`src/seia_params.svh`:
```
`ifndef SEIA_PARAMS_SVH
`define SEIA_PARAMS_SVH

// register indices; byte address is four times the index
`define SEIA_IDX_INSERT_COUNT 20'h3000C
`define SEIA_IDX_FRAMING_BYTE1 20'h3000D
`define SEIA_IDX_FRAMING_BYTE2 20'h3000E
`define SEIA_IDX_PARITY_MASK 20'h3000F
`define SEIA_IDX_GROUP_A_ALARM 20'h30010
`define SEIA_IDX_PAIR_ENABLE 20'h30011
`define SEIA_IDX_GROUP_B_ALARM 20'h30014
`define SEIA_IDX_INSERT_CMD 20'h30020
// matches no register; unaligned byte addresses decode to it
`define SEIA_IDX_NONE 20'hFFFFF

// field positions and widths
`define SEIA_COUNT_LSB 0
`define SEIA_COUNT_W 4
`define SEIA_ALARM_W 4

// reset values
`define SEIA_RST_BYTE 8'h00
`define SEIA_RST_COUNT 4'h0
`define SEIA_RST_ALARM 4'h0

// bus answer latency in clocks after the request is seen
`define SEIA_BUS_WAIT_CYCLES 1

`endif

```
`src/seia_pkg.sv`:
```
package seia_pkg;

  typedef struct packed {
    logic frame_start;
    logic is_framing1;
    logic is_framing2;
    logic is_parity;
    logic [7:0] data;
  } seia_lane_t;

  typedef enum logic [1:0] {
    SEIA_IDLE = 2'b00,
    SEIA_WAIT_FRAME = 2'b01,
    SEIA_INSERT = 2'b10
  } seia_state_t;

  typedef struct packed {
    logic [7:0] framing1;
    logic [7:0] framing2;
    logic [7:0] parity_mask;
    logic [3:0] count;
  } seia_insert_cfg_t;

endpackage

```
`src/seia_frame_insert.sv`:
```
`timescale 1ns/100ps
`include "seia_params.svh"

module seia_frame_insert (
  input wire logic CORE_CLK_I,
  input wire logic RST_I,
  input wire logic arm_i,
  input wire seia_pkg::seia_insert_cfg_t cfg_i,
  input wire seia_pkg::seia_lane_t lane_i,
  output logic [7:0] data_o,
  output logic done_o
);
  import seia_pkg::*;

  seia_state_t state_q, state_d;
  logic [`SEIA_COUNT_W-1:0] left_q, left_d;
  logic [7:0] data_q, data_d;
  logic done_q, done_d;

  ////////////////////////////////////////////////////////////////////
  always_comb
  begin
    state_d = state_q;
    left_d = left_q;
    done_d = 1'b0;
    case (state_q)
      SEIA_IDLE:
      begin
        if (arm_i)
        begin
          // a zero count corrupts nothing and finishes at once
          if (cfg_i.count == `SEIA_RST_COUNT)
            done_d = 1'b1;
          else
            state_d = SEIA_WAIT_FRAME;
        end
      end
      SEIA_WAIT_FRAME:
      begin
        if (lane_i.frame_start)
        begin
          left_d = cfg_i.count;
          state_d = SEIA_INSERT;
        end
      end
      SEIA_INSERT:
      begin
        if (lane_i.frame_start)
        begin
          if (left_q == `SEIA_COUNT_W'(1))
          begin
            state_d = SEIA_IDLE;
            done_d = 1'b1;
          end
          else
            left_d = left_q - `SEIA_COUNT_W'(1);
        end
      end
      default:
        state_d = SEIA_IDLE;
    endcase

    data_d = lane_i.data;
    // the frame-start byte already belongs to the frame being entered
    if (state_d == SEIA_INSERT && lane_i.is_framing1)
      data_d = cfg_i.framing1;
    else if (state_d == SEIA_INSERT && lane_i.is_framing2)
      data_d = cfg_i.framing2;
    else if (lane_i.is_parity)
      data_d = lane_i.data ^ cfg_i.parity_mask;
  end

  always_ff @(posedge CORE_CLK_I)
  begin
    if (RST_I)
    begin
      state_q <= SEIA_IDLE;
      left_q <= `SEIA_RST_COUNT;
      data_q <= `SEIA_RST_BYTE;
      done_q <= 1'b0;
    end
    else
    begin
      state_q <= state_d;
      left_q <= left_d;
      data_q <= data_d;
      done_q <= done_d;
    end
  end

  assign data_o = data_q;
  assign done_o = done_q;

endmodule

```
`src/seia_regs.sv`:
```
// Function
// - 8-bit RW framing byte 1 substitute, reset zero, replaces byte while inserting
// - 8-bit RW framing byte 2 substitute, reset zero, replaces byte while inserting
// - 8-bit RW mask; each one inverts matching transmitted parity bit
// - read-only group A consolidated alarms in bits 0 to 3, reset zero
// - RW pair enables bits 0 to 3 gate both group A and B alarms
// - insert command substitutes framing bytes for count consecutive frames
// - read-only group B consolidated alarms in bits 0 to 3, same enables
//
// Our own choice: the Avalon-MM slave port.
`timescale 1ns/100ps
`include "seia_params.svh"

module seia_regs #(
  parameter int PAIRS = 4
) (
  input wire logic CORE_CLK_I,
  input wire logic RST_I,
  input wire logic [21:0] AVS_ADDRESS_I,
  input wire logic AVS_READ_I,
  input wire logic AVS_WRITE_I,
  input wire logic [31:0] AVS_WRITEDATA_I,
  input wire logic [3:0] AVS_BYTEENABLE_I,
  output logic [31:0] AVS_READDATA_O,
  output logic AVS_WAITREQUEST_O,
  input wire logic [PAIRS-1:0] ALARM_SRC_A_I,
  input wire logic [PAIRS-1:0] ALARM_SRC_B_I,
  input wire seia_pkg::seia_lane_t TX_LANE_I [2*PAIRS],
  output logic [7:0] TX_DATA_O [2*PAIRS]
);
  import seia_pkg::*;

  localparam int CH = 2 * PAIRS;

  // alarm and enable registers hold at most four pairs
  generate
    if (PAIRS < 1 || PAIRS > `SEIA_ALARM_W)
    begin : gen_bad_pairs
      $error("PAIRS must lie between 1 and 4");
    end
  endgenerate

  ////////////////////////////////////////////////////////////////////
  // register index from byte address; unaligned addresses match nothing
  function automatic logic [19:0] reg_index(input logic [21:0] addr);
    if (addr[1:0] != 2'b00)
      reg_index = `SEIA_IDX_NONE;
    else
      reg_index = addr[21:2];
  endfunction

  function automatic logic [7:0] widen_alarm(input logic [PAIRS-1:0] v);
    logic [7:0] r;
    r = 8'h00;
    r[PAIRS-1:0] = v;
    widen_alarm = r;
  endfunction

  ////////////////////////////////////////////////////////////////////
  // bus slave: one wait cycle, then the answer for exactly one cycle
  logic ack_q, ack_d;
  logic [31:0] rdata_q, rdata_d;
  logic take_req;
  logic do_write;
  logic [19:0] idx;
  logic [7:0] wbyte;

  assign idx = reg_index(AVS_ADDRESS_I);
  assign take_req = (AVS_READ_I | AVS_WRITE_I) & ~ack_q;
  // writes land at the edge where the master sees waitrequest low
  assign do_write = AVS_WRITE_I & ack_q & AVS_BYTEENABLE_I[0];
  assign wbyte = AVS_WRITEDATA_I[7:0];
  assign AVS_WAITREQUEST_O = (AVS_READ_I | AVS_WRITE_I) & ~ack_q;
  assign AVS_READDATA_O = rdata_q;

  ////////////////////////////////////////////////////////////////////
  // software-written state
  logic [7:0] frm1_q, frm1_d;
  logic [7:0] frm2_q, frm2_d;
  logic [7:0] pmask_q, pmask_d;
  logic [`SEIA_COUNT_W-1:0] count_q, count_d;
  logic [PAIRS-1:0] enable_q, enable_d;
  logic [CH-1:0] cmd_q, cmd_d;
  logic [CH-1:0] arm_q, arm_d;
  logic [CH-1:0] done;

  // hardware-observed state
  logic [PAIRS-1:0] alarm_a_q, alarm_a_d;
  logic [PAIRS-1:0] alarm_b_q, alarm_b_d;

  always_comb
  begin
    frm1_d = frm1_q;
    frm2_d = frm2_q;
    pmask_d = pmask_q;
    count_d = count_q;
    enable_d = enable_q;
    arm_d = '0;
    // completion clears the command; a write in the same cycle wins
    cmd_d = cmd_q & ~done;
    if (do_write)
    begin
      if (idx == `SEIA_IDX_FRAMING_BYTE1)
        frm1_d = wbyte;
      else if (idx == `SEIA_IDX_FRAMING_BYTE2)
        frm2_d = wbyte;
      else if (idx == `SEIA_IDX_PARITY_MASK)
        pmask_d = wbyte;
      else if (idx == `SEIA_IDX_INSERT_COUNT)
        count_d = wbyte[`SEIA_COUNT_LSB +: `SEIA_COUNT_W];
      else if (idx == `SEIA_IDX_PAIR_ENABLE)
        enable_d = wbyte[PAIRS-1:0];
      else if (idx == `SEIA_IDX_INSERT_CMD)
      begin
        // idle or just-finishing channels start; a busy one keeps its run
        arm_d = wbyte[CH-1:0] & ~cmd_d;
        cmd_d = cmd_d | wbyte[CH-1:0];
      end
    end
    // status is the raw alarm gated by the shared pair enable
    alarm_a_d = ALARM_SRC_A_I & enable_q;
    alarm_b_d = ALARM_SRC_B_I & enable_q;
  end

  always_ff @(posedge CORE_CLK_I)
  begin
    if (RST_I)
    begin
      frm1_q <= `SEIA_RST_BYTE;
      frm2_q <= `SEIA_RST_BYTE;
      pmask_q <= `SEIA_RST_BYTE;
      count_q <= `SEIA_RST_COUNT;
      enable_q <= '0;
      cmd_q <= '0;
      arm_q <= '0;
      alarm_a_q <= '0;
      alarm_b_q <= '0;
    end
    else
    begin
      frm1_q <= frm1_d;
      frm2_q <= frm2_d;
      pmask_q <= pmask_d;
      count_q <= count_d;
      enable_q <= enable_d;
      cmd_q <= cmd_d;
      arm_q <= arm_d;
      alarm_a_q <= alarm_a_d;
      alarm_b_q <= alarm_b_d;
    end
  end

  ////////////////////////////////////////////////////////////////////
  // read mux; unmapped and unaligned words read zero
  always_comb
  begin
    ack_d = take_req;
    rdata_d = rdata_q;
    if (take_req && AVS_READ_I)
    begin
      rdata_d = 32'h0000_0000;
      if (idx == `SEIA_IDX_FRAMING_BYTE1)
        rdata_d[7:0] = frm1_q;
      else if (idx == `SEIA_IDX_FRAMING_BYTE2)
        rdata_d[7:0] = frm2_q;
      else if (idx == `SEIA_IDX_PARITY_MASK)
        rdata_d[7:0] = pmask_q;
      else if (idx == `SEIA_IDX_INSERT_COUNT)
        rdata_d[`SEIA_COUNT_LSB +: `SEIA_COUNT_W] = count_q;
      else if (idx == `SEIA_IDX_GROUP_A_ALARM)
        rdata_d[7:0] = widen_alarm(alarm_a_q);
      else if (idx == `SEIA_IDX_PAIR_ENABLE)
        rdata_d[7:0] = widen_alarm(enable_q);
      else if (idx == `SEIA_IDX_GROUP_B_ALARM)
        rdata_d[7:0] = widen_alarm(alarm_b_q);
      else if (idx == `SEIA_IDX_INSERT_CMD)
        rdata_d[CH-1:0] = cmd_q;
    end
  end

  always_ff @(posedge CORE_CLK_I)
  begin
    if (RST_I)
    begin
      ack_q <= 1'b0;
      rdata_q <= 32'h0000_0000;
    end
    else
    begin
      ack_q <= ack_d;
      rdata_q <= rdata_d;
    end
  end

  ////////////////////////////////////////////////////////////////////
  // per-channel transmit insertion; channels 0..PAIRS-1 group A, rest B
  seia_insert_cfg_t cfg;

  // shared by all channels; count is read at the arm and again at the first frame start after it
  assign cfg = '{
    framing1: frm1_q,
    framing2: frm2_q,
    parity_mask: pmask_q,
    count: count_q
  };

  genvar g;
  generate
    for (g = 0; g < CH; g++)
    begin : gen_ch
      seia_frame_insert u_ins (
        .CORE_CLK_I(CORE_CLK_I),
        .RST_I(RST_I),
        .arm_i(arm_q[g]),
        .cfg_i(cfg),
        .lane_i(TX_LANE_I[g]),
        .data_o(TX_DATA_O[g]),
        .done_o(done[g])
      );
    end
  endgenerate

endmodule

```
`config.mk`:
```
export PLATFORM = sky130hd
export DESIGN_NAME = seia_regs
export DESIGN_NICKNAME = d
export VERILOG_FILES = /design/src/seia_pkg.sv /design/src/seia_frame_insert.sv /design/src/seia_regs.sv
export VERILOG_INCLUDE_DIRS = /design/src /design/src/src
export SDC_FILE = /design/constraint.sdc
export NUM_CORES = 1
export LEC_CHECK = 0
export ABC_CLOCK_PERIOD_IN_PS = 2500
export BUFFER_PORTS_ARGS = -buffer_cell sky130_fd_sc_hd__buf_2
export CAP_MARGIN = 20
export CORE_MARGIN = 2
export CORE_UTILIZATION = 48
export DETAILED_ROUTE_END_ITERATION = 7
export MAX_ROUTING_LAYER = met4
export PLACE_DENSITY = 0.76
export SYNTH_ARGS = -nofsm -noshare
export SYNTH_HDL_FRONTEND = slang
export SYNTH_SLANG_ARGS = --single-unit
```
`constraint.sdc`:
```
create_clock -name CORE_CLK_I -period 2.5 [get_ports CORE_CLK_I]
set_clock_uncertainty 0.15 [all_clocks]
set_input_delay 0.5 -clock CORE_CLK_I [delete_from_list [all_inputs] [get_ports CORE_CLK_I]]
set_output_delay 0.5 -clock CORE_CLK_I [all_outputs]
set_load 0.1 [all_outputs]
```
; ---- Word-level counts from Yosys, hierarchy flattened
; Cells that the tools add are included.
[totals]
register_bits = 185
in_bits = 166
out_inout_bits = 97
[op_classes]
addsub = 8
eq_ne = 64
muxes = 154
bitwise_logic = 26
n_reduce_logical = 49
[ops]
columns = op, count
row1 = $mux 8, 38
row2 = $eq 20x18->1 const B, 8
row3 = $mux 4, 26
row4 = $mux 2, 40
row5 = $pmux 4 s2, 8
row6 = $xor 8x8->8, 8
row7 = $ne 2x2->1 const B, 24
row8 = $pmux 2 s3, 8
row9 = $reduce_and 4->1, 9
row10 = $eq 2x2->1 const B, 16
row11 = $eq 4x1->1 const B, 8
row12 = $sub 4x1->4 const B, 8
row13 = $mux 1, 25
row14 = $mux 20, 1
row15 = $reduce_bool 2->1, 9
row16 = $logic_and 1x1->1, 17
row17 = $and 8x8->8, 2
row18 = $eq 2x1->1 const B, 8
row19 = $logic_not 2->1, 8
row20 = $not 8->8, 2
row21 = $pmux 1 s2, 8
row22 = $and 4x4->4, 2
row23 = $or 8x8->8, 1
row24 = $reduce_or 8->1, 1
row25 = 8 further kinds, 16

; ---- Depth between registers and ports, before layout
[logic_depth]
depth_word = 11
mapped_depth = 9
ltp_nobuf = 8

; ---- By module
; A second synthesis with hierarchy kept.
[unflattened]
hier_cells = 1266
hier_area_um2 = 11238.3
[by_module_without_submodules]
columns = mod, instances, cells_each, area_each_um2, seq_area_each_um2
row1 = seia_frame_insert (gen_ch[4].u_ins ...), 4, 114, 1014.7, 300.3
row2 = seia_regs, 1, 350, 3210.6, 1301.2
row3 = seia_frame_insert (gen_ch[2].u_ins ...), 2, 112, 1009.7, 300.3
row4 = seia_frame_insert (gen_ch[0].u_ins ...), 2, 118, 974.7, 300.3

; ---- Least setup slack after synthesis
; Ideal clock, no wire load.
[synth_timing]
path_type = input to register
start = input port AVS_ADDRESS_I[1]
end = register enable_q[0]
setup_time_ps = 126
arrival_ps = 2228
t_required_ps = 2224
slack_ps = -4
cell_stages = 7
path_cell_list = or3_4 > or3_4 > or3_1 > buf_2 > nor3b_4 > mux2i_1 > nor2_1
[synth_between]
elab_chain_len = 5
elab_cells_between_ends = 12
[synth_rtl]
columns = element, line
row1 = from (decl), seia_regs.sv:19  ; input wire logic [21:0] AVS_ADDRESS_I,
row2 = $reduce_bool 2->1 *, seia_regs.sv:46  ; if (addr[1:0] != 2'b00)
row3 = $mux 20 *, seia_regs.sv:46
row4 = $eq 20x18->1 (no source line), --
row5 = $not 1->1 (no source line), --
row6 = $reduce_and 6->1 (no source line) *, --
row7 = to (signal assigned), seia_regs.sv:145  ; enable_q <= enable_d;
row8 = to (decl), seia_regs.sv:82  ; logic [PAIRS-1:0] enable_q, enable_d;
; Mark *: on every way between the ends. The rest lies on a longest branch, timed or not.
; A chain may end at the register's enable or synchronous reset.

; ---- Worst setup path in the final report
[layout_timing]
start = register gen_ch[1].u_ins.left_q[1]
end = register gen_ch[1].u_ins.data_q[4]
[layout_between]
elab_chain_len = 8
elab_cells_between_ends = 9
[layout_rtl]
columns = element, line
row1 = from (decl), seia_frame_insert.sv:16  ; logic [`SEIA_COUNT_W-1:0] left_q, left_d;
row2 = from (signal assigned), seia_frame_insert.sv:78  ; left_q <= `SEIA_RST_COUNT;
row3 = from (signal assigned), seia_frame_insert.sv:85  ; left_q <= left_d;
row4 = $eq 4x1->1 *, seia_frame_insert.sv:50  ; if (left_q == `SEIA_COUNT_W'(1))
row5 = $mux 2 *, seia_frame_insert.sv:50
row6 = $mux 2 *, seia_frame_insert.sv:48  ; if (lane_i.frame_start)
row7 = $pmux 2 s3 *, seia_frame_insert.sv:26  ; case (state_q)
row8 = $eq 2x2->1 *, "seia_frame_insert.sv:65, seia_frame_insert.sv:67"
row9 = $logic_and 1x1->1, seia_frame_insert.sv:67  ; else if (state_d == SEIA_INSERT && lane_i.is_framing2)
row10 = $mux 8, seia_frame_insert.sv:67
row11 = $mux 8 *, seia_frame_insert.sv:65  ; if (state_d == SEIA_INSERT && lane_i.is_framing1)
row12 = to (signal assigned), seia_frame_insert.sv:79  ; data_q <= `SEIA_RST_BYTE;
row13 = to (signal assigned), seia_frame_insert.sv:86  ; data_q <= data_d;
row14 = to (decl), seia_frame_insert.sv:17  ; logic [7:0] data_q, data_d;
; Marked as above.

==> out/results.md <==
* **drt via density** 5.64
* **Worst Tran Pin Value** 0.748 ns
* **cell at the slowest stage of the critical path** sky130_fd_sc_hd__o22ai_1
* **fraction of final layout cells sized beyond drive strength 1** 0.218
* **Synth Cell Area** 0.00958 mm^2
* **cell area reported after detailed placement** 0.0110 mm^2
* **antenna violation net count after detailed routing** 0
* **leftover overflow at the end of global routing** 0
* **Initial Util** 0.491
* **hold bufs inserted after CTS** 0
* **share of the synthesized area in the top cell type** 0.386
* **Fin. Hold Viols** 0
* **P&R area growth vs syn** 20.9%
* **FF+latch count, synth** 185
* **leakage power summed over all cells** 4.67 nW
* **max-slew violation total from the final report** 0
* **outcome** finished clean
* **routability cong.** 0.929
* **headroom to the max-slew limit** 0.501
* **number of global-route vias before repair** 8841
* **warnings from Yosys** 0
* **Total Nets Final** 1612
* **top cell type by total area after synthesis** sky130_fd_sc_hd__dfxtp_1
* **insertion delay to the later sink of the worst-skew pair** 0.44 ns
* **ratio of final minimum period to clock period** 0.915
* **Wirelength per Cell** 17.6 um
* **data arrival time at the worst-slack endpoint** 2.45 ns
* **critical-path cell list** inv_1 -> ha_1 -> nor4bb_1 -> o22ai_1 -> nand2_1 -> o21ai_0 -> o22ai_1
* **area of all placed cells without fillers** 0.0116 mm^2
* **maximum buffer depth of the clock tree** 2
* **syn_area_per_cell** 7.84 um^2
* **total track usage** 0.285
* **standard cell core area** 0.0195 mm^2
* **stage delay of the slowest cell on the critical path** 0.46 ns
* **Post-route DRC** 0
* **areal power density over the cells** 596 mW/mm^2
* **Hold Crit Class** in2reg
* **number of placement rows** 51
* **Metal-1 WL** 12400 um
* **global-route wire length before repair** 46300 um
* **library cell used as clock root buffer** sky130_fd_sc_hd__clkbuf_16
* **cell types with the largest area share after synthesis** sky130_fd_sc_hd__dfxtp_1 (39%), sky130_fd_sc_hd__nand2_1 (10%), sky130_fd_sc_hd__xor2_1 (5.8%), sky130_fd_sc_hd__a21oi_1 (4.6%), sky130_fd_sc_hd__nor2_1 (3.6%)
* **fin util** 0.593
* **Seq/Total Area, Yosys** 0.386
* **CP Capture Type** register
* **Detailed Routing Iterations Pass 1** 6
* **WP data required** 2.66 ns
* **family with the most delay on the worst path** compound AO/OA/AOI/OAI gates
* **Post-synth EDFFs** 0
* **die area** 0.0211 mm^2
* **startpoint-to-endpoint class of the critical path** reg2reg
* **via count of the routed design** 9635
* **total number of clock tree sinks** 185
* **top achievable clock speed** 437 MHz
* **maximum capacitance violations** 0
* **Clock Pin Slew Worst Setup and Hold Paths** 0.07 ns
* **worst-case setup margin in the final layout** 0.213 ns
* **Startpoint Class** register
* **Max Used Layer** met4
* **overall power of the completed layout** 6.91 mW
* **clock tree from TritonCTS** built
* **quantity of I/O buffers inserted on ports** 211
* **proportion of register bits with asynchronous set or reset after synthesis** 0
* **wire length after detailed routing** 30100 um
* **post-layout minimum cycle time** 2.29 ns
* **Inserted Clock Buffers** 17
* **Die X** 145 um
* **DR WL met3** 2730 um
* **pin count of the biggest net entering global routing** 119
* **unrepaired setup endpoints after global routing** no
* **crit-path max FO** 16
* **post-detailed-placement half-perimeter wirelength** 21300 um
* **num ports** 263
* **pre-CTS setup slack** -0.192 ns
* **Iter 0 DRT Violations** 872
* **Post-Synthesis Cells** 1222
* **count of final setup violators** 0
* **antenna violations before repair** 1
* **unique cell type count in the Yosys netlist** 62
* **CP most frequent cell** sky130_fd_sc_hd__o22ai_1
* **most common flop cell mapped by yosys** sky130_fd_sc_hd__dfxtp_1
* **IR Drop Worst-Case VDD** 480 uV
* **y dimension of the die** 145 um
* **htree depth** 4
* **sum of buffers and inverters on the critical path** 1
* **DR WL met2** 13500 um
[sequential cells by signal, summed over array words and instances, names as in the netlist, 8 cells and up]
| name | count |
|---|---|
| cmd_q | 8 |
| gen_ch.u_ins.left_q | 32 |
| AVS_READDATA_O | 8 |
| gen_ch.u_ins.state_q | 16 |
| frm2_q | 8 |
| gen_ch.u_ins.data_o | 64 |
| arm_q | 8 |
| frm1_q | 8 |
| gen_ch.u_ins.done_o | 8 |
| pmask_q | 8 |
[stage by stage]
step           std cells  setup TNS (ns)  hold slack, ns
6_report            1709               0           0.144
3_5_place_dp        1676           -1.63           0.323
5_1_grt             1709               0           0.138
2_1_floorplan       1245         -0.0142           0.287
4_1_cts             1708               0           0.136
3_3_place_gp        1676          -0.733           0.310
[routing by layer]
layer | global-route usage | vias to the layer above
met5 | - | -
met3 | 0.0544 | 106
met1 | 0.353 | 4382
met4 | 0.139 | 0
li1 | - | 4615
met2 | 0.446 | 532
[power breakdown]
part           switching (mW)  internal [mW]  total [mW]
clock                    1.23           1.52        2.75
sequential             0.0246           3.01        3.03
combinational           0.893          0.228        1.12
[worst reg2reg max path: cells and delay by family, from the launching register on]
family                     cells  cell delay (ns)
buffers and inverters          1             0.07
adders and majority gates      1             0.19
and+or+nand+nor                2             0.53
DFF                            1             0.35
AOI/OAI and AO/OA              3             0.88
[kinds of logic (layout without fill, tap and decap cells)]
family / after synthesis / after routing / synth area share
other: 1 / 25 / 0.000391
AND/OR/NAND/NOR: 523 / 523 / 0.260
flip-flops: 185 / 185 / 0.386
buffers and inverters: 117 / 315 / 0.0595
multiplexers: 35 / 35 / 0.0369
AO/OA/AOI/OAI: 281 / 281 / 0.177
adder cells (fa/ha/maj): 16 / 16 / 0.0209
XOR/XNOR: 64 / 64 / 0.0585
[placed cells by master (no fill, tap or decap), types with 3 or more instances in the layout]
cell type                      n
sky130_fd_sc_hd__or2_2         4
sky130_fd_sc_hd__inv_6         4
sky130_fd_sc_hd__buf_12        3
sky130_fd_sc_hd__a21oi_1      89
sky130_fd_sc_hd__o211ai_1     36
sky130_fd_sc_hd__mux2_2        3
sky130_fd_sc_hd__and2_1       12
sky130_fd_sc_hd__buf_4        47
sky130_fd_sc_hd__nand4_1       9
sky130_fd_sc_hd__nor3_1       35
sky130_fd_sc_hd__nor4bb_1      8
sky130_fd_sc_hd__conb_1       24
sky130_fd_sc_hd__a221oi_1      4
sky130_fd_sc_hd__o22ai_1      47
sky130_fd_sc_hd__clkbuf_16    17
sky130_fd_sc_hd__nor2b_1       4
sky130_fd_sc_hd__o2bb2ai_1     7
sky130_fd_sc_hd__inv_1        23
sky130_fd_sc_hd__o21ai_0      63
sky130_fd_sc_hd__nor3b_1      15
sky130_fd_sc_hd__or3_1         7
sky130_fd_sc_hd__nand3_1      10
sky130_fd_sc_hd__nor4_1        7
sky130_fd_sc_hd__ha_1         16
sky130_fd_sc_hd__and3_1       16
sky130_fd_sc_hd__a31oi_1       6
sky130_fd_sc_hd__buf_2       210
sky130_fd_sc_hd__nor2_1       91
sky130_fd_sc_hd__dfxtp_1     185
sky130_fd_sc_hd__mux2i_1      32
sky130_fd_sc_hd__a32oi_1       3
sky130_fd_sc_hd__a22o_1        4
sky130_fd_sc_hd__a22oi_1       9
sky130_fd_sc_hd__nand2b_1     28
sky130_fd_sc_hd__nand2_1     256
sky130_fd_sc_hd__a211oi_1      5
sky130_fd_sc_hd__xor2_1       64
sky130_fd_sc_hd__clkinvlp_4    6
[final timing paths]
check                                   from                   endpoint  slack, ns  cells after the start
hold reg to reg   gen_ch[3].u_ins.state_q[0]     gen_ch[3].u_ins.done_o       0.34                      1
setup / recovery   gen_ch[1].u_ins.left_q[1]  gen_ch[1].u_ins.data_o[4]       0.21                      7
setup reg to reg   gen_ch[1].u_ins.left_q[1]  gen_ch[1].u_ins.data_o[4]       0.21                      7
hold / removal              ALARM_SRC_B_I[0]               alarm_b_q[0]       0.14                      2
[cell usage after synthesis, drive strengths merged, types with 2 or more instances]
| cell | count |
|---|---|
| nand2 | 257 |
| dfxtp | 185 |
| nor2 | 91 |
| a21oi | 89 |
| xor2 | 64 |
| o21ai | 63 |
| clkbuf | 60 |
| o22ai | 47 |
| nor3 | 38 |
| o211ai | 36 |
| mux2i | 32 |
| buf | 31 |
| nand2b | 28 |
| inv | 23 |
| and3 | 16 |
| ha | 16 |
| nor3b | 16 |
| and2 | 12 |
| nand3 | 12 |
| a22oi | 9 |
| nand4 | 9 |
| or3 | 9 |
| nor4 | 8 |
| nor4bb | 8 |
| o2bb2ai | 7 |
| a31oi | 6 |
| a211oi | 5 |
| or2 | 5 |
| a221oi | 4 |
| a22o | 4 |
| nor2b | 4 |
| a32oi | 3 |
| mux2 | 3 |
| a21boi | 2 |
| a32o | 2 |
| dlymetal6s4s | 2 |
| nor4b | 2 |
[area by class of cell]
class,instances,area [um^2]
tap,265,332
timing repair buffer,260,1460
antenna,1,2.50
inverter,23,86.3
sequential,185,3700
multi-input combinational,943,5400
clock inverter,14,160
clock buffer,18,439
fill,1793,7940
[repair_timing]
action                     CTS  global route
setup buffers                0             0
resized for setup            0             1
setup endpoints to repair    0             1
Note: power is estimated with default switching activity, not from simulation.
